<file path="config.mk">
export PLATFORM = sky130hd
export DESIGN_NAME = tlic_top
export DESIGN_NICKNAME = d
export VERILOG_FILES = /design/src/inc/tlic_pkg.sv /design/src/design/tlic_arbiter.sv /design/src/design/tlic_top.sv
export VERILOG_INCLUDE_DIRS = /design/src /design/src/inc
export SDC_FILE = /design/constraint.sdc
export NUM_CORES = 1
export LEC_CHECK = 0
export BUFFER_PORTS_ARGS = -buffer_cell sky130_fd_sc_hd__buf_2
export CORE_ASPECT_RATIO = 1.2
export CORE_MARGIN = 3
export CORE_UTILIZATION = 54
export DETAILED_ROUTE_END_ITERATION = 7
export PLACE_DENSITY = 0.93
export RECOVER_POWER = 100
export SLEW_MARGIN = 20
export SYNTH_ARGS = -nofsm -noshare
export SYNTH_HDL_FRONTEND = slang
export SYNTH_HIERARCHICAL = 1
export SYNTH_SLANG_ARGS = --single-unit
</file>
<file path="constraint.sdc">
create_clock -name clk -period 2.66 [get_ports clk]
set_input_delay 0.532 -clock clk [delete_from_list [all_inputs] [get_ports clk]]
set_output_delay 0.532 -clock clk [all_outputs]
set_load 0.03 [all_outputs]
</file>
<file path="src/inc/tlic_defines.svh">
// Constants for the two-level interrupt controller: addresses, fields, resets, timing
`ifndef TLIC_DEFINES_SVH
`define TLIC_DEFINES_SVH

// Special-function addresses, seen on every register page
`define TLIC_ADDR_ENABLE_PRI 8'hA8
`define TLIC_ADDR_PRIO_PRI 8'hB8
`define TLIC_ADDR_ENABLE_EXT1 8'hE6
`define TLIC_ADDR_ENABLE_EXT2 8'hE7

// Reset values
`define TLIC_RST_ENABLE_PRI 8'h00
`define TLIC_RST_PRIO_PRI 8'hC0
`define TLIC_RST_ENABLE_EXT1 8'h00
`define TLIC_RST_ENABLE_EXT2 8'h00

// Field positions and masks
`define TLIC_BIT_GLOBAL_EN 7
`define TLIC_BIT_SCRATCH 6
`define TLIC_PRIO_PRI_FIXED 8'hC0
`define TLIC_PRIO_PRI_WMASK 8'h3F
`define TLIC_ENABLE_EXT2_WMASK 8'h5F
`define TLIC_PRI_SRC_COUNT 6
`define TLIC_EXT2_SERIAL1_BIT 6

// Source numbering and vector layout
`define TLIC_NUM_SRC 20
`define TLIC_SERIAL1_IDX 5'h13
`define TLIC_SERIAL1_RANK 5'h14
`define TLIC_VEC_BASE 16'h0003
`define TLIC_VEC_SHIFT 3

// Timing in system clock cycles
`define TLIC_DETECT_CYC 1
`define TLIC_CALL_CYC 4
`define TLIC_RETURN_FROM_INTERRUPT_CYC 5
`define TLIC_DIV_CYC 8
`define TLIC_BEST_CYC (`TLIC_DETECT_CYC + `TLIC_CALL_CYC)
`define TLIC_WORST_CYC (`TLIC_DETECT_CYC + `TLIC_RETURN_FROM_INTERRUPT_CYC + `TLIC_DIV_CYC + `TLIC_CALL_CYC)

`endif

</file>
<file path="src/inc/tlic_pkg.sv">
// Types shared by the two-level interrupt controller
package tlic_pkg;
    typedef logic [4:0] tlic_src_t;
    typedef logic [19:0] tlic_vec_t;
    typedef enum logic [0:0] {st_idle, st_call} tlic_call_state_t;
endpackage

</file>
<file path="src/design/tlic_arbiter.sv">
// Two-level fixed-order arbiter over all interrupt sources
`timescale 1ns/10ps
module tlic_arbiter #(
    parameter int NUM_SRC = 20
) (
    input wire logic clk, // system clock, used by checks only
    input wire logic rst_n, // synchronised reset, used by checks only
    input wire logic [NUM_SRC-1:0] req, // enabled pending requests
    input wire logic [NUM_SRC-1:0] prio_hi, // per-source high level select
    output logic win_valid, // some request present
    output logic win_hi, // winner is at high level
    output tlic_pkg::tlic_src_t win_idx // winning source index
);
    logic [NUM_SRC-1:0] req_hi;
    logic [NUM_SRC-1:0] req_lo;

    // Lowest index wins within one level
    function automatic tlic_pkg::tlic_src_t first_set(input logic [NUM_SRC-1:0] v);
        tlic_pkg::tlic_src_t r;
        r = '0;
        for (int i = NUM_SRC - 1; i >= 0; i--)
        begin
            if (v[i])
                r = tlic_pkg::tlic_src_t'(i);
        end
        return r;
    endfunction

    function automatic logic [NUM_SRC-1:0] below(input tlic_pkg::tlic_src_t idx);
        logic [NUM_SRC-1:0] m;
        m = '0;
        for (int i = 0; i < NUM_SRC; i++)
        begin
            m[i] = (tlic_pkg::tlic_src_t'(i) < idx);
        end
        return m;
    endfunction

    assign req_hi = req & prio_hi;
    assign req_lo = req & ~prio_hi;
    assign win_valid = |req;
    assign win_hi = |req_hi;
    assign win_idx = win_hi ? first_set(req_hi) : first_set(req_lo);

    hi_first_a: assert property (@(posedge clk) disable iff (!rst_n)
        (|req_hi) |-> (win_hi && prio_hi[win_idx] && req[win_idx]))
        else $error("high level request not chosen first");

    rank_order_a: assert property (@(posedge clk) disable iff (!rst_n)
        win_valid |-> (((win_hi ? req_hi : req_lo) & below(win_idx)) == '0))
        else $error("lower ranked source skipped at same level");
endmodule // tlic_arbiter

</file>
<file path="src/design/tlic_top.sv">
// Two-level interrupt controller: enable/priority registers, arbitration, vector calls
//
// Summary of operation
// - Each source picks low or high level through its own priority bit.
// - An enabled high request may preempt a running low-level routine.
// - While a high routine runs, nothing vectors until it returns.
// - Primary priority bits 0 to 5 are low after reset.
// - Simultaneous requests at both levels: the high one is served first.
// - Same-level ties go to the lower source rank.
// - Pending requests are sampled and decoded every clock.
// - Best response is 5 clocks: 1 detect plus 4 for the vector call.
// - After a return with a request pending, one more instruction runs first.
// - Worst response is 18 clocks: detect, return, divide, vector call.
// - Equal or lower requests wait for the return and the next instruction.
// - Global enable bit 7 off blocks all; on, each source follows its enable.
// - Enable register bit 6 is a software-only scratch flag.
// - Primary enable bits 0 to 5 enable the six legacy sources in order.
// - Primary priority bits 0 to 5 raise the six legacy sources.
// - Primary priority bits 7 and 6 read one, ignore writes.
// - First extended enable bits 0 to 7 enable the eight next sources.
// - Second extended enable bits 0 to 4 and 6 enable the last six sources.
// - Second extended enable bits 7 and 5 read zero, ignore writes.
// - The registers answer at fixed addresses on every register page.
// - Pending flags exist regardless; only enabled ones make a request.
// - Each source has a fixed vector, eight bytes apart by rank, and rank.
`timescale 1ns/10ps
`include "tlic_defines.svh"
module tlic_top #(
    parameter int NUM_SRC = `TLIC_NUM_SRC,
    parameter int CALL_CYC = `TLIC_CALL_CYC
) (
    input wire logic clk, // system clock, 10 MHz
    input wire logic nrst, // asynchronous reset, active low
    input wire logic [7:0] sfr_addr, // special-function address
    input wire logic sfr_wr, // write strobe, one cycle
    input wire logic [7:0] sfr_wdata, // write data
    input wire logic sfr_rd, // read strobe, one cycle
    output logic [7:0] sfr_rdata, // read data, valid the cycle after sfr_rd
    input wire logic [NUM_SRC-1:0] pend_flag, // peripheral pending flags
    input wire logic [NUM_SRC-7:0] ext_high_prio, // high level select, sources 6 up
    input wire logic cpu_instr_done, // an instruction completes this cycle
    input wire logic cpu_return_from_interrupt, // the completing instruction is a return
    output logic vec_call, // start the vector call, one cycle
    output logic [15:0] vec_addr, // vector address of the call
    output tlic_pkg::tlic_src_t vec_src, // source index of the call
    output logic call_active, // vector call in progress
    output logic in_service_hi, // a high-level routine is running
    output logic in_service_lo // a low-level routine is running
);
    logic rst_meta;
    logic rst_n;
    logic [7:0] enable_pri;
    logic [5:0] prio_pri;
    logic [7:0] enable_ext1;
    logic [7:0] enable_ext2;
    logic [NUM_SRC-1:0] enable_vec;
    logic [NUM_SRC-1:0] prio_vec;
    logic [NUM_SRC-1:0] req;
    logic arb_valid;
    logic arb_hi;
    tlic_pkg::tlic_src_t arb_idx;
    logic win_valid;
    logic win_hi;
    tlic_pkg::tlic_src_t win_idx;
    logic level_ok;
    logic take;
    tlic_pkg::tlic_call_state_t call_state;
    tlic_pkg::tlic_call_state_t next_call_state;
    logic [2:0] call_cnt;
    logic [7:0] next_rdata;

    // Release of reset goes through two flops so every flop leaves reset together
    always_ff @(posedge clk or negedge nrst)
    begin
        if (!nrst)
        begin
            rst_meta <= 1'b0;
            rst_n <= 1'b0;
        end
        else
        begin
            rst_meta <= 1'b1;
            rst_n <= rst_meta;
        end
    end

    // Vector address from the source index; the last source skips one rank
    function automatic logic [15:0] vector_of(input tlic_pkg::tlic_src_t idx);
        tlic_pkg::tlic_src_t rank;
        rank = (idx == `TLIC_SERIAL1_IDX) ? `TLIC_SERIAL1_RANK : idx;
        return `TLIC_VEC_BASE + (16'(rank) << `TLIC_VEC_SHIFT);
    endfunction

    // Registers decode the same on every page, so no page input is taken
    always_ff @(posedge clk or negedge rst_n)
    begin
        if (!rst_n)
        begin
            enable_pri <= `TLIC_RST_ENABLE_PRI;
            enable_ext1 <= `TLIC_RST_ENABLE_EXT1;
            enable_ext2 <= `TLIC_RST_ENABLE_EXT2;
        end
        else if (sfr_wr)
        begin
            case (sfr_addr)
                `TLIC_ADDR_ENABLE_PRI: enable_pri <= sfr_wdata;
                `TLIC_ADDR_ENABLE_EXT1: enable_ext1 <= sfr_wdata;
                `TLIC_ADDR_ENABLE_EXT2: enable_ext2 <= sfr_wdata & `TLIC_ENABLE_EXT2_WMASK;
                default: ;
            endcase
        end
    end

    always_ff @(posedge clk or negedge rst_n)
    begin
        if (!rst_n)
            prio_pri <= 6'(`TLIC_RST_PRIO_PRI);
        else if (sfr_wr && sfr_addr == `TLIC_ADDR_PRIO_PRI)
            prio_pri <= 6'(sfr_wdata & `TLIC_PRIO_PRI_WMASK);
    end

    always_comb
    begin
        case (sfr_addr)
            `TLIC_ADDR_ENABLE_PRI: next_rdata = enable_pri;
            `TLIC_ADDR_PRIO_PRI: next_rdata = `TLIC_PRIO_PRI_FIXED | {2'h0, prio_pri};
            `TLIC_ADDR_ENABLE_EXT1: next_rdata = enable_ext1;
            `TLIC_ADDR_ENABLE_EXT2: next_rdata = enable_ext2 & `TLIC_ENABLE_EXT2_WMASK;
            default: next_rdata = 8'h00;
        endcase
    end

    always_ff @(posedge clk or negedge rst_n)
    begin
        if (!rst_n)
            sfr_rdata <= 8'h00;
        else if (sfr_rd)
            sfr_rdata <= next_rdata;
    end

    // Source order follows the fixed ranking; scratch bit 6 stays out of it
    assign enable_vec = {enable_ext2[`TLIC_EXT2_SERIAL1_BIT], enable_ext2[4:0],
        enable_ext1, enable_pri[`TLIC_PRI_SRC_COUNT-1:0]};
    assign prio_vec = {ext_high_prio, prio_pri};
    // Disabled flags may stand set; they simply never request
    assign req = pend_flag & enable_vec & {NUM_SRC{enable_pri[`TLIC_BIT_GLOBAL_EN]}};

    tlic_arbiter #(
        .NUM_SRC(NUM_SRC)
    ) u_arbiter (
        .clk(clk),
        .rst_n(rst_n),
        .req(req),
        .prio_hi(prio_vec),
        .win_valid(arb_valid),
        .win_hi(arb_hi),
        .win_idx(arb_idx)
    );

    // One detection clock: the decoded winner is taken every cycle
    always_ff @(posedge clk or negedge rst_n)
    begin
        if (!rst_n)
        begin
            win_valid <= 1'b0;
            win_hi <= 1'b0;
            win_idx <= '0;
        end
        else
        begin
            win_valid <= arb_valid;
            win_hi <= arb_hi;
            win_idx <= arb_idx;
        end
    end

    // High may enter over low; nothing enters over high
    assign level_ok = !in_service_hi && (win_hi || !in_service_lo);
    // Never at the boundary of a return, so one more instruction always runs
    assign take = win_valid && level_ok && cpu_instr_done && !cpu_return_from_interrupt
        && call_state == tlic_pkg::st_idle;

    always_comb
    begin
        case (call_state)
            tlic_pkg::st_idle: next_call_state = take ? tlic_pkg::st_call : tlic_pkg::st_idle;
            tlic_pkg::st_call: next_call_state = (call_cnt == 3'(CALL_CYC - 1)) ?
                tlic_pkg::st_idle : tlic_pkg::st_call;
            default: next_call_state = tlic_pkg::st_idle;
        endcase
    end

    // The call occupies the sequencer for its full length before the next decision
    always_ff @(posedge clk or negedge rst_n)
    begin
        if (!rst_n)
        begin
            call_state <= tlic_pkg::st_idle;
            call_cnt <= 3'h0;
        end
        else
        begin
            call_state <= next_call_state;
            if (call_state == tlic_pkg::st_call)
                call_cnt <= call_cnt + 3'h1;
            else
                call_cnt <= 3'h0;
        end
    end

    assign call_active = (call_state == tlic_pkg::st_call);

    always_ff @(posedge clk or negedge rst_n)
    begin
        if (!rst_n)
        begin
            vec_call <= 1'b0;
            vec_addr <= 16'h0000;
            vec_src <= '0;
        end
        else
        begin
            vec_call <= take;
            if (take)
            begin
                vec_addr <= vector_of(win_idx);
                vec_src <= win_idx;
            end
        end
    end

    // A return closes the innermost routine, which is high if one is open
    always_ff @(posedge clk or negedge rst_n)
    begin
        if (!rst_n)
        begin
            in_service_hi <= 1'b0;
            in_service_lo <= 1'b0;
        end
        else
        begin
            if (take && win_hi)
                in_service_hi <= 1'b1;
            else if (cpu_return_from_interrupt && cpu_instr_done && in_service_hi)
                in_service_hi <= 1'b0;
            if (take && !win_hi)
                in_service_lo <= 1'b1;
            else if (cpu_return_from_interrupt && cpu_instr_done && !in_service_hi)
                in_service_lo <= 1'b0;
        end
    end

    global_gate_a: assert property (@(posedge clk) disable iff (!rst_n)
        !enable_pri[`TLIC_BIT_GLOBAL_EN] |=> !take)
        else $error("vector taken while global enable off");

    hi_block_a: assert property (@(posedge clk) disable iff (!rst_n)
        in_service_hi |=> !vec_call)
        else $error("vector taken inside a high routine");

    lo_preempt_a: assert property (@(posedge clk) disable iff (!rst_n)
        (take && in_service_lo) |-> (win_hi && !in_service_hi) ##1 in_service_hi)
        else $error("low routine entered by a non-high request");

    return_from_interrupt_gap_a: assert property (@(posedge clk) disable iff (!rst_n)
        (cpu_return_from_interrupt && cpu_instr_done) |=> !vec_call)
        else $error("vector taken at the return boundary");

    call_len_a: assert property (@(posedge clk) disable iff (!rst_n)
        take |=> (vec_call && call_active) ##1 (!vec_call && call_active) [*3] ##1 !call_active)
        else $error("vector call length wrong");

    detect_a: assert property (@(posedge clk) disable iff (!rst_n)
        win_valid == $past(arb_valid) && win_idx == $past(arb_idx))
        else $error("request not sampled every clock");

    vector_map_a: assert property (@(posedge clk) disable iff (!rst_n)
        (take && win_idx == 5'h00) |=> vec_addr == 16'h0003)
        else $error("first source vector wrong");

    prio_top_a: assert property (@(posedge clk) disable iff (!rst_n)
        (sfr_rd && sfr_addr == `TLIC_ADDR_PRIO_PRI) |=> sfr_rdata[7:6] == 2'b11)
        else $error("priority top bits not read as ones");

    ext2_unused_a: assert property (@(posedge clk) disable iff (!rst_n)
        (sfr_rd && sfr_addr == `TLIC_ADDR_ENABLE_EXT2) |=> !sfr_rdata[7] && !sfr_rdata[5])
        else $error("unused enable bits not read as zero");

    prio_reset_a: assert property (@(posedge clk)
        !rst_n |-> prio_pri == 6'h00)
        else $error("priority bits not low in reset");
endmodule // tlic_top

</file>
==> impl_metrics.toml <==
[global_route]
antenna_found_initial = 0
grt_usage_pct = 24.07
grt_overflow = 0
grt_max_degree = 37
grt_pass1_wl_um = 14300
grt_pass1_vias = 3052

[logic_synthesis]
synth_flop_cell = "dfrtp_1"
synthArstFlopShare_pct = 100.0
yosysUniqueCellTypes = 57
ys_seq_area_share_pct = 43.52
synth.avg_cell_area_um2 = 11.04
ys_seq_elements = 63
syn_inst = 328
synth_edf_count = 0
yosys_warnings = 6
synth_area_um2 = 3622

[drt]
vias = 3040
routed_wirelength_um = 9131
postRouteAntennaNets = 0
drt_iter0_drc = 190
drc = 0
drt-vias-per-instance = 6.080
post_drt_wl_per_cell_um = 18.26
first_pass_iters = 6

[die]
rows = 32
ios = 89
die-area_um2 = 7731
die_w_um = 80.77
core_area_um2 = 6486
fp.dieH_um = 95.72
initial_core_util_pct = 55.84

[timing]
setup_violations = 0
hold_ws_ns = 0.3633
fin_skew_ns = 0.007427
rsz0062_at_grt = "no"
min_period_ns = 2.492
fmax_ghz = 0.4013
maxSlewViolCount = 0
hold_viol_final = 0
setup-tns-final_ns = 0
finalCritPeriodShare_pct = 93.69
setup_slack_ns = 0.1679
tightest_slew_ns = 1.440
maxSlewHeadroom_pct = 3.779

[cells_and_area]
drive_gt1_share_pct = 28.19
insertedDiodeCount = 0
final_cells = 500
seqCellArea_um2 = 1577
fillCellCount = 533
multi_input_area_um2 = 1799
postLayoutCoreUtil_pct = 64.20
syn_to_final_growth_pct = 14.96
nets = 468

[place]
gp_congestion = 0.9584
dpl.cell_count = 483
port_buffers = 79
place.detailed.hpwl_um = 7025
place_ws_ns = 0.3196

[hold_path]
min-delay-start = "rst_meta"
worstHoldPathType = "reg -> reg"
holdPathEnd = "rst_n"
min_path_cells = 0

[critical_path]
critPathLaunch = "sfr_addr[0]"
critPathCaptureType = "flip-flop"
reg2regPathDepth = 7
reg2reg_to = "win_idx[0]"
critPathArrivalTime_ns = 2.71
reg2reg_slack_ns = 0.31
start_kind = "input pin"
required_ns = 2.88
critPathMaxFanout = 12
r2r-start = "enable_pri[7]"
crit_type = "in -> reg"

[cts]
clock_sinks = 63
clk_pin_slew_ns = 0.07
h-tree-depth = 3
cts_tree = "yes"
cts_post_setup_buffers_inserted = 0
clk_latency_ns = 0.33
post_cts_resized = 0
cts_root_buffer = "clkbuf_8"
clockBufferDepth = 2
cts_buffers = 9

[run_status]
status = "finished, final reports clean"

[run]
maxCapViolations = 0

[power]
p_leak_uw = 0.002074
irDropWorstVdd_uv = 367.5
powerDensity_nw_per_um2 = 519.1
==> Yosys cell counts (2+ instances only) <==
library cell | instances | area share (%)
conb_1 | 2 | 0.21
a32oi_1 | 9 | 2.2
nand4bb_4 | 2 | 1.5
a22oi_1 | 6 | 1.2
or3_1 | 3 | 0.52
a22oi_2 | 3 | 1.0
inv_1 | 20 | 2.1
nor4_1 | 6 | 1.0
nor2_1 | 4 | 0.41
nand3_1 | 4 | 0.55
mux2_4 | 6 | 2.5
a211oi_1 | 2 | 0.41
nor2b_1 | 12 | 2.1
a31oi_1 | 4 | 0.69
nand3b_1 | 4 | 0.83
o31ai_1 | 3 | 0.62
a21oi_1 | 10 | 1.4
nand4_1 | 4 | 0.69
nor4bb_1 | 2 | 0.55
a21o_1 | 2 | 0.41
o21ai_0 | 10 | 1.4
clkbuf_1 | 2 | 0.21
mux2i_1 | 7 | 1.9
and3_1 | 21 | 3.6
xnor2_1 | 2 | 0.48
buf_1 | 2 | 0.21
buf_4 | 10 | 2.1
nand2_1 | 16 | 1.7
nand2b_1 | 11 | 1.9
o221ai_1 | 2 | 0.48
a32o_1 | 2 | 0.55
ha_1 | 2 | 0.69
o211ai_1 | 4 | 0.83
dfrtp_1 | 63 | 44
buf_2 | 2 | 0.28
buf_6 | 3 | 0.93
a22o_1 | 4 | 0.97
mux2_2 | 37 | 12
or2_2 | 2 | 0.35
==> placed cells by master, fill, tap and decap left out, types with 11 or more instances in the layout <==
cell type	instances
nand2_1	16
and3_1	21
inv_1	20
mux2_2	36
clkbuf_1	28
nand2b_1	11
buf_2	52
dfrtp_1	63
nor2b_1	12
==> critical path, cell delays in order <==
cell       delay (ns)
clkbuf_1         0.33
nand4bb_2        0.37
nor3_1           1.05
mux2_2           0.43
==> metrics by stage <==
stage          power [uW]  instance area, um^2
6_report             2162                 4164
5_1_grt              2239                 4164
4_1_cts              2184                 4269
3_5_place_dp         1278                 4036
3_3_place_gp         1266                 4036
2_1_floorplan        1187                 3652
==> state kept, by name (all words and copies together) (netlist names), 3 cells and up <==
register / flops
call_cnt: 3
enable_ext1: 8
enable_ext2: 6
enable_pri: 8
prio_pri: 6
sfr_rdata: 8
vec_addr: 6
vec_src: 5
win_idx: 5
==> what timing repair did <==
action                     in CTS  in global routing
setup endpoints to repair       0                  0
hold buffers                    1                  0
hold endpoints to repair        2                  0
==> power by group <==
| group | total [uW] | internal [uW] | switching, uW |
|---|---|---|---|
| logic | 211 | 84.5 | 127 |
| clock network | 912 | 553 | 359 |
| registers | 1040 | 995 | 43.5 |
| total | 2160 | 1630 | 529 |
==> routing by layer <==
| metal | vias to the layer above | wire length [um] | GRT usage (%) |
|---|---|---|---|
| li1 | 1367 | - | - |
| met5 | - | 0 | 0 |
| met2 | 178 | 4738 | 43.09 |
| met3 | 33 | 564 | 3.652 |
| met1 | 1462 | 3451 | 27.17 |
| met4 | 0 | 378 | 13.52 |
==> kinds of logic (layout without fill, tap and decap cells) <==
family,Yosys count,after routing,share of synthesized area (%)
AO/OA/AOI/OAI,70,70,14.89
adder cells (fa/ha/maj),2,2,0.6907
other,2,10,0.2073
XOR/XNOR,2,2,0.4837
flip-flops,63,63,43.52
AND/OR/NAND/NOR,100,100,18.52
buffers and inverters,39,118,5.769
multiplexers,50,50,15.92
==> how the worst max path moves through the flow <==
stage                          endpoint  slack, ns  cells past startpoint
after floorplan              win_idx[0]       0.61                      8
after global placement       win_idx[0]       0.38                      8
after detailed placement     win_idx[0]       0.32                      8
after CTS                    win_idx[0]       0.33                      7
after global routing         win_idx[0]       0.10                      7
final                     enable_pri[1]       0.17                      4
==> cell type report <==
type | instances | share of cell area (%)
clock inverters | 5 | 1.953
clock buffers | 11 | 3.395
inverters | 20 | 1.803
multi-input cells | 234 | 43.21
repair buffers | 82 | 9.225
flip-flops and latches | 63 | 37.86
well taps | 85 | 2.554
(Power assumes the default switching activity.)
